--- config.mk ---
export PLATFORM = sky130hd
export DESIGN_NAME = tss_status_config
export DESIGN_NICKNAME = d
export VERILOG_FILES = /design/src/tss_pkg.sv /design/src/tss_status_config.sv
export VERILOG_INCLUDE_DIRS = /design/src
export SDC_FILE = /design/constraint.sdc
export NUM_CORES = 1
export LEC_CHECK = 0
export ABC_AREA = 1
export ABC_CLOCK_PERIOD_IN_PS = 3100
export BUFFER_PORTS_ARGS = -buffer_cell sky130_fd_sc_hd__buf_2
export CORE_AREA = 2 2 168 170
export CTS_CLUSTER_SIZE = 30
export DETAILED_ROUTE_END_ITERATION = 12
export DIE_AREA = 0 0 170 172
export PLACE_DENSITY = 0.43
export SYNTH_ARGS = -nofsm -noshare
export SYNTH_HDL_FRONTEND = slang
export SYNTH_SLANG_ARGS = --single-unit
--- constraint.sdc ---
create_clock -name clk_i -period 3.1 [get_ports clk_i]
set_input_delay 0.465 -clock clk_i [delete_from_list [all_inputs] [get_ports clk_i]]
set_output_delay 0.465 -clock clk_i [all_outputs]
set_load 0.05 [all_outputs]
--- src/tss_cfg.svh ---
// Register map, field positions, reset values and timing of the sensor status/config block
`ifndef TSS_CFG_SVH
`define TSS_CFG_SVH

`define TSS_ADDR_TEMP_MSB 8'h00
`define TSS_ADDR_TEMP_LSB 8'h01
`define TSS_ADDR_STATUS 8'h02
`define TSS_ADDR_CONFIG 8'h03

`define TSS_ST_UNDER 4
`define TSS_ST_OVER 5
`define TSS_ST_CRIT 6
`define TSS_ST_RDY 7

`define TSS_CFG_FQ 1:0
`define TSS_CFG_CRIT_POL 2
`define TSS_CFG_INT_POL 3
`define TSS_CFG_CMP 4
`define TSS_CFG_MODE 6:5
`define TSS_CFG_RES 7
`define TSS_CFG_RESET 8'h00

`define TSS_HYST_SHIFT 7
`define TSS_CLK_KHZ 100000
`define TSS_SPS_PERIOD_MS 1000

`endif

--- src/tss_pkg.sv ---
// Types of the sensor status/config block
package tss_pkg;

    typedef enum logic [1:0] {
        TSS_MODE_CONT = 2'h0,
        TSS_MODE_ONE = 2'h1,
        TSS_MODE_SPS = 2'h2,
        TSS_MODE_OFF = 2'h3
    } tss_mode_t;

    typedef enum logic [1:0] {
        TSS_ST_IDLE = 2'b00,
        TSS_ST_CONV = 2'b01,
        TSS_ST_WAIT = 2'b11,
        TSS_ST_DOWN = 2'b10
    } tss_seq_t;

    typedef struct packed {
        logic done_s1;
        logic done_s2;
        logic done_s3;
        logic done_lvl;
        tss_seq_t seq;
        logic [26:0] timer;
        logic one_shot_req;
        logic [7:0] cfg;
        logic flag_under;
        logic flag_over;
        logic flag_crit;
        logic ready_n;
        logic [2:0] int_cnt;
        logic [2:0] crit_cnt;
        logic int_active;
        logic crit_active;
        logic [7:0] rd_data;
        logic conv_start;
        logic powerdown;
        logic int_oe;
        logic crit_oe;
    } tss_state_t;

endpackage : tss_pkg

--- src/tss_status_config.sv ---
// Status flags, configuration, conversion sequencing and alarm pins of the temperature sensor
`timescale 1ns/10ps
`include "tss_cfg.svh"

module tss_status_config import tss_pkg::*; #(
    parameter int unsigned SPS_PERIOD_CYC = `TSS_SPS_PERIOD_MS * `TSS_CLK_KHZ
) (
    input wire logic clk_i,
    input wire logic rst_n_i,
    input wire logic ce_i,
    input wire logic [7:0] reg_addr_i,
    input wire logic reg_rd_i,
    input wire logic reg_wr_i,
    input wire logic [7:0] reg_wdata_i,
    output logic [7:0] reg_rdata_o,
    input wire logic conv_done_i,
    input wire logic [15:0] temp_value_i,
    input wire logic [15:0] high_limit_i,
    input wire logic [15:0] under_limit_i,
    input wire logic [15:0] critical_limit_i,
    input wire logic [3:0] hysteresis_value_i,
    output logic conv_start_o,
    output logic powerdown_o,
    output logic resolution_o,
    output logic limit_int_o,
    output logic limit_int_oe_o,
    output logic critical_alarm_out_o,
    output logic critical_alarm_out_oe_o
);

    // ==========================================================
    // State and working signals
    tss_state_t r;
    tss_state_t n;
    logic done_ev;
    logic rd_status;
    logic rd_temp;
    logic wr_config;
    logic signed [17:0] temp_s;
    logic signed [17:0] high_s;
    logic signed [17:0] low_s;
    logic signed [17:0] crit_s;
    logic signed [17:0] hyst_s;
    logic below_low;
    logic above_high;
    logic above_crit;
    logic under_back;
    logic over_back;
    logic crit_back;
    logic [2:0] fq_need;
    tss_mode_t mode;

    // ==========================================================
    // Limit comparison
    assign temp_s = {{2{temp_value_i[15]}}, temp_value_i};
    assign high_s = {{2{high_limit_i[15]}}, high_limit_i};
    assign low_s = {{2{under_limit_i[15]}}, under_limit_i};
    assign crit_s = {{2{critical_limit_i[15]}}, critical_limit_i};
    assign hyst_s = 18'(hysteresis_value_i) <<< `TSS_HYST_SHIFT;
    assign below_low = temp_s < low_s;
    assign above_high = temp_s > high_s;
    assign above_crit = temp_s > crit_s;
    assign under_back = temp_s > (low_s + hyst_s);
    assign over_back = temp_s < (high_s - hyst_s);
    assign crit_back = temp_s < (crit_s - hyst_s);

    assign mode = tss_mode_t'(r.cfg[`TSS_CFG_MODE]);
    assign fq_need = {1'b0, r.cfg[`TSS_CFG_FQ]} + 3'h1;

    assign rd_status = reg_rd_i && (reg_addr_i == `TSS_ADDR_STATUS);
    assign rd_temp = reg_rd_i && ((reg_addr_i == `TSS_ADDR_TEMP_MSB) || (reg_addr_i == `TSS_ADDR_TEMP_LSB));
    assign wr_config = reg_wr_i && (reg_addr_i == `TSS_ADDR_CONFIG);

    // ==========================================================
    // Next state
    always_comb begin
        n = r;
        done_ev = 1'b0;
        n.conv_start = 1'b0;

        // Conversion-done synchroniser and edge
        n.done_s1 = conv_done_i;
        n.done_s2 = r.done_s1;
        n.done_s3 = r.done_s2;
        if ((r.done_s2 == r.done_s3) && (r.done_s3 != r.done_lvl)) begin
            n.done_lvl = r.done_s3;
            done_ev = r.done_s3;
        end

        // Register writes
        if (wr_config) begin
            n.cfg = reg_wdata_i;
            if (tss_mode_t'(reg_wdata_i[`TSS_CFG_MODE]) == TSS_MODE_ONE) begin
                n.one_shot_req = 1'b1;
            end
            if ((tss_mode_t'(reg_wdata_i[`TSS_CFG_MODE]) == TSS_MODE_ONE) ||
                (tss_mode_t'(reg_wdata_i[`TSS_CFG_MODE]) == TSS_MODE_SPS)) begin
                n.ready_n = 1'b1;
            end
        end

        if (rd_temp) begin
            n.ready_n = 1'b1;
        end

        if (rd_status) begin
            n.flag_under = 1'b0;
            n.flag_over = 1'b0;
            n.flag_crit = 1'b0;
            // interrupt mode holds until status read
            if (!r.cfg[`TSS_CFG_CMP]) begin
                n.int_active = 1'b0;
                n.crit_active = 1'b0;
            end
        end

        // Result evaluation, sets win over clears
        if (done_ev) begin
            n.ready_n = 1'b0;
            if (under_back) begin
                n.flag_under = 1'b0;
            end
            if (over_back) begin
                n.flag_over = 1'b0;
            end
            if (crit_back) begin
                n.flag_crit = 1'b0;
            end
            if (below_low) begin
                n.flag_under = 1'b1;
            end
            if (above_high) begin
                n.flag_over = 1'b1;
            end
            if (above_crit) begin
                n.flag_crit = 1'b1;
            end

            if (below_low || above_high) begin
                if (r.int_cnt != 3'h4) begin
                    n.int_cnt = r.int_cnt + 3'h1;
                end
            end else begin
                n.int_cnt = 3'h0;
            end
            if (above_crit) begin
                if (r.crit_cnt != 3'h4) begin
                    n.crit_cnt = r.crit_cnt + 3'h1;
                end
            end else begin
                n.crit_cnt = 3'h0;
            end

            if (r.cfg[`TSS_CFG_CMP]) begin
                if (under_back && over_back) begin
                    n.int_active = 1'b0;
                end
                if (crit_back) begin
                    n.crit_active = 1'b0;
                end
            end
            if ((below_low || above_high) && (n.int_cnt >= fq_need)) begin
                n.int_active = 1'b1;
            end
            if (above_crit && (n.crit_cnt >= fq_need)) begin
                n.crit_active = 1'b1;
            end
        end

        // Conversion sequencer
        if (r.timer != 27'h7FFFFFF) begin
            n.timer = r.timer + 27'h1;
        end
        case (r.seq)
            TSS_ST_IDLE: begin
                case (mode)
                    TSS_MODE_CONT: begin
                        n.conv_start = 1'b1;
                        n.seq = TSS_ST_CONV;
                    end
                    TSS_MODE_ONE: begin
                        if (r.one_shot_req) begin
                            n.one_shot_req = 1'b0;
                            n.conv_start = 1'b1;
                            n.seq = TSS_ST_CONV;
                        end
                    end
                    TSS_MODE_SPS: begin
                        n.conv_start = 1'b1;
                        n.timer = 27'h0;
                        n.seq = TSS_ST_CONV;
                    end
                    default: begin
                        n.seq = TSS_ST_DOWN;
                    end
                endcase
            end
            TSS_ST_CONV: begin
                if (mode == TSS_MODE_OFF) begin
                    n.seq = TSS_ST_DOWN;
                end else if (done_ev) begin
                    n.seq = (mode == TSS_MODE_SPS) ? TSS_ST_WAIT : TSS_ST_IDLE;
                end
            end
            TSS_ST_WAIT: begin
                if ((mode != TSS_MODE_SPS) || (r.timer >= 27'(SPS_PERIOD_CYC - 1))) begin
                    n.seq = TSS_ST_IDLE;
                end
            end
            TSS_ST_DOWN: begin
                if (mode != TSS_MODE_OFF) begin
                    n.seq = TSS_ST_IDLE;
                end
            end
            default: begin
                n.seq = TSS_ST_IDLE;
            end
        endcase
        n.powerdown = (n.seq == TSS_ST_DOWN);

        // limit interrupt and critical alarm polarity, open drain pulls low
        n.int_oe = n.cfg[`TSS_CFG_INT_POL] ? !n.int_active : n.int_active;
        n.crit_oe = n.cfg[`TSS_CFG_CRIT_POL] ? !n.crit_active : n.crit_active;

        // Read data
        if (reg_rd_i) begin
            case (reg_addr_i)
                `TSS_ADDR_STATUS: n.rd_data = {n.ready_n, r.flag_crit, r.flag_over, r.flag_under, 4'h0};
                `TSS_ADDR_CONFIG: n.rd_data = r.cfg;
                default: n.rd_data = 8'h00;
            endcase
        end
    end

    // ==========================================================
    // State register
    always_ff @(posedge clk_i) begin
        if (!rst_n_i) begin
            r <= '0;
            r.cfg <= `TSS_CFG_RESET;
            r.ready_n <= 1'b1;
        end else if (ce_i) begin
            r <= n;
        end
    end

    // ==========================================================
    // Outputs
    assign reg_rdata_o = r.rd_data;
    assign conv_start_o = r.conv_start;
    assign powerdown_o = r.powerdown;
    assign resolution_o = r.cfg[`TSS_CFG_RES];
    // mode select acts through int_active and crit_active
    assign limit_int_o = r.powerdown & 1'b0;
    assign limit_int_oe_o = r.int_oe;
    assign critical_alarm_out_o = r.powerdown & 1'b0;
    assign critical_alarm_out_oe_o = r.crit_oe;

endmodule : tss_status_config

==> impl_metrics.env <==
export IMPL_drive_gt1_frac=0.244
export IMPL_via_count=7176
export IMPL_async_flop_share=0
export IMPL_p_clk_frac=0.383
export IMPL_grt_setup_unrepaired="yes"
export IMPL_fillers=3060
export IMPL_drt_iter0_drc=244
export IMPL_ys_warn_count=0
export IMPL_die_w_um=170
export IMPL_avgViaCountPerCell=4.50
export IMPL_cp_required_ns=3.39
export IMPL_p_sw_w=0.000959
export IMPL_powerDensity_mw_per_mm2=332
export IMPL_mostFrequentLayoutCell="nand2_1"
export IMPL_diodes=0
export IMPL_period_share=0.948
export IMPL_hp_start="conv_done_i"
export IMPL_grt_total_usage=0.148
export IMPL_crit_fanout=2
export IMPL_setup_worst_path_start_class="input pin"
export IMPL_grt_pass1_wl_um=34300
export IMPL_irDropWorstVdd_v=0.000202
export IMPL_yosysSeqAreaShare=0.194
export IMPL_wl_per_cell_um=13.2
export IMPL_utilization=0.328
export IMPL_synth_area_top_cells="dfxtp_1 19%, ha_1 19%, nand2_1 13%"
export IMPL_min_path_cells=3
export IMPL_cts_max_level=3
export IMPL_cts_hold_buf=0
export IMPL_rr_endpoint="critical_alarm_out_oe_o"
export IMPL_ant_nets=0
export IMPL_netlist_area_mm2=0.00680
export IMPL_hold_viol=0
export IMPL_synth_cell_types=48
export IMPL_cts_tree="yes"
export IMPL_swShare=0.321
export IMPL_max_cap_violations=0
export IMPL_r2r_slack_ns=0.84
export IMPL_hpwlAfterDp_um=17400
export IMPL_io_pins=105
export IMPL_antenna_found_initial=0
export IMPL_slew_headroom=0.537
export IMPL_cp_arrival_ns=3.23
export IMPL_grt_max_degree=29
export IMPL_leakage_nw=4.61
export IMPL_clockBufferDepth=2
export IMPL_place_congestion=0.821
export IMPL_insertion_delay_ns=0.34
export IMPL_internal_power_w=0.00203
export IMPL_numCtsBuffers=9
export IMPL_grt_pass1_vias=7120
export IMPL_syn_to_final_growth_pct=32.8
export IMPL_synth_seq_cells=66
export IMPL_worstSetupEndpointType="flip-flop"
export IMPL_seq_area_mm2=0.00132
export IMPL_synth_area_leader_cell="dfxtp_1"
export IMPL_cts_root_buf="clkbuf_16"
export IMPL_hp_class="in -> reg"
export IMPL_post_synth_cell_area_avg_um2=6.50
export IMPL_synth_main_ff_cell="dfxtp_1"
export IMPL_die_h_um=172
export IMPL_p_seq_frac=0.296
export IMPL_timing_rr_start="r[14]"
export IMPL_coreArea_mm2=0.0275
export IMPL_clkTransAtPathRegs_ns=0.06
export IMPL_power_w=0.00299
export IMPL_period_minus_slack_ns=2.94
export IMPL_drc=0
export IMPL_synth_cells=1045
export IMPL_report_final_slew_viol_count=0
export IMPL_finalSetupViolations=0
export IMPL_first_pass_iters=5
export IMPL_nets=1440
export IMPL_start_util=0.247
export IMPL_max_slew_worst_pin_slew_ns=0.692
export IMPL_r2r_cells=15
export IMPL_crit_type="in -> reg"
export IMPL_port_buffers=102
export IMPL_fp_row_count=61
export IMPL_clkSinkCount=66
export IMPL_synth_top_area_share=0.194
export IMPL_mostFrequentLayoutCells="225 x nand2_1, 161 x inv_1, 113 x buf_4"
export IMPL_skew_ns=0.00680
export IMPL_max_freq_mhz=340
export IMPL_wirelength_um=21100
export IMPL_multi_input_area_mm2=0.00492
export IMPL_p_comb_frac=0.321
export IMPL_min_to="n[64]"
export IMPL_whs_ns=0.341
export IMPL_grt_overflow=0
export IMPL_status="finished clean"
export IMPL_synth_edf_count=0
export IMPL_design_die_area_mm2=0.0292
[sequential cells by signal, indices dropped and copies added, names as in the netlist]
signal / cells
reg_rdata_o: 8
conv_start_o: 1
r: 49
powerdown_o: 1
mode: 2
limit_int_oe_o: 1
resolution_o: 1
critical_alarm_out_oe_o: 1
n: 2
[synth_stat cells, types with 2 or more instances]
cell type  number
a21oi_1        95
nor2_2          2
nor2_4          2
nor3_1         24
clkbuf_1       14
a21o_1          4
ha_1          103
nor4_1          9
o21ai_0        49
mux2i_1         2
o21bai_1        4
fa_1            3
nand4_1        20
dfxtp_1        66
o211ai_1       15
a211oi_1        3
inv_2           3
o22ai_1         3
nand2_1       234
buf_4          10
nand3_2         2
nor3b_1         2
nand3_1        50
or2_2           6
xnor2_1         7
buf_1           2
nor2_1         89
a31oi_1         2
xor2_1         24
nand2_4         3
o31ai_1         2
nand2_2         4
nand3b_1        5
inv_1         167
and3_1          2
[worst max-delay path by stage]
stage / startpoint / endpoint / slack, ns
2_1_floorplan: critical_limit_i[7] / critical_alarm_out_oe_o / -0.02
3_3_place_gp: critical_limit_i[7] / critical_alarm_out_oe_o / -0.43
3_5_place_dp: critical_limit_i[7] / critical_alarm_out_oe_o / -0.50
4_1_cts: critical_limit_i[7] / critical_alarm_out_oe_o / -0.008
5_1_grt: critical_limit_i[7] / critical_alarm_out_oe_o / -0.06
6_report: critical_limit_i[7] / critical_alarm_out_oe_o / 0.16
[power groups by stage]
stage | logic (W) | clock network [W] | registers [W]
after global placement | 0.000904 | 0 | 0.000905
after floorplan | 0.000506 | 0 | 0.000915
after CTS | 0.000946 | 0.00118 | 0.000886
after detailed placement | 0.000905 | 0 | 0.000905
final | 0.000960 | 0.00114 | 0.000886
after global routing | 0.00110 | 0.00121 | 0.000888
[cells by family after synthesis]
kind of cell	synth area share
compound gates	0.149
xor+xnor	0.0400
fa+ha+maj	0.198
buf+inv	0.115
flops	0.194
mux	0.00295
other cells	0.000552
simple gates	0.300
[cell type report]
cell class,count,area share
Clock inverter,6,0.00998
Tap cell,346,0.0480
Timing Repair Buffer,214,0.152
Sequential cell,66,0.146
Inverter,170,0.0717
Multi-Input combinational cell,783,0.546
Clock buffer,10,0.0265
[stage by stage]
| step | area (um2) | cells | setup TNS [ns] | setup slack, ns |
|---|---|---|---|---|
| 2_1_floorplan | 6810 | 1046 | -0.0225 | -0.0225 |
| 3_3_place_gp | 8390 | 1571 | -2.37 | -0.430 |
| 3_5_place_dp | 8390 | 1571 | -2.78 | -0.497 |
| 4_1_cts | 8890 | 1594 | -0.00816 | -0.00816 |
| 5_1_grt | 9020 | 1595 | -0.133 | -0.0564 |
| 6_report | 9020 | 1595 | 0 | 0.161 |
[metal layers]
| metal | share of wire | global-route usage | wire length (um) | vias to the layer above |
|---|---|---|---|---|
| met4 | 0.013 | 0.0301 | 284 | 0 |
| li1 | - | - | - | 3823 |
| met1 | 0.47 | 0.186 | 9980 | 3250 |
| met5 | 0 | 0 | 0 | - |
| met3 | 0.031 | 0.0240 | 650 | 19 |
| met2 | 0.48 | 0.265 | 10200 | 84 |
[repair_timing]
item	4_1_cts	5_1_grt
setup endpoints to repair	6	7
pin swaps	30	35
gates resized for setup	31	39
setup buffers	7	1
[critical path, cell delays in order]
cell	delay (ns)
buf_6	0.10
inv_4	0.05
ha_4	0.13
inv_4	0.03
fa_2	0.34
and3_4	0.17
a211oi_4	0.21
nand3_2	0.12
nor3_2	0.14
xor2_1	0.10
ha_1	0.29
nand2_2	0.08
nor2_4	0.15
nand2_4	0.07
nor2_4	0.12
nor2_2	0.04
nand2_1	0.05
nand2_1	0.05
nand2_2	0.07
nand2_1	0.05
nand2_1	0.07
nand2_1	0.06
nor2_2	0.11
nor2_1	0.05
nor2_1	0.09
(Power assumes the default switching activity.)
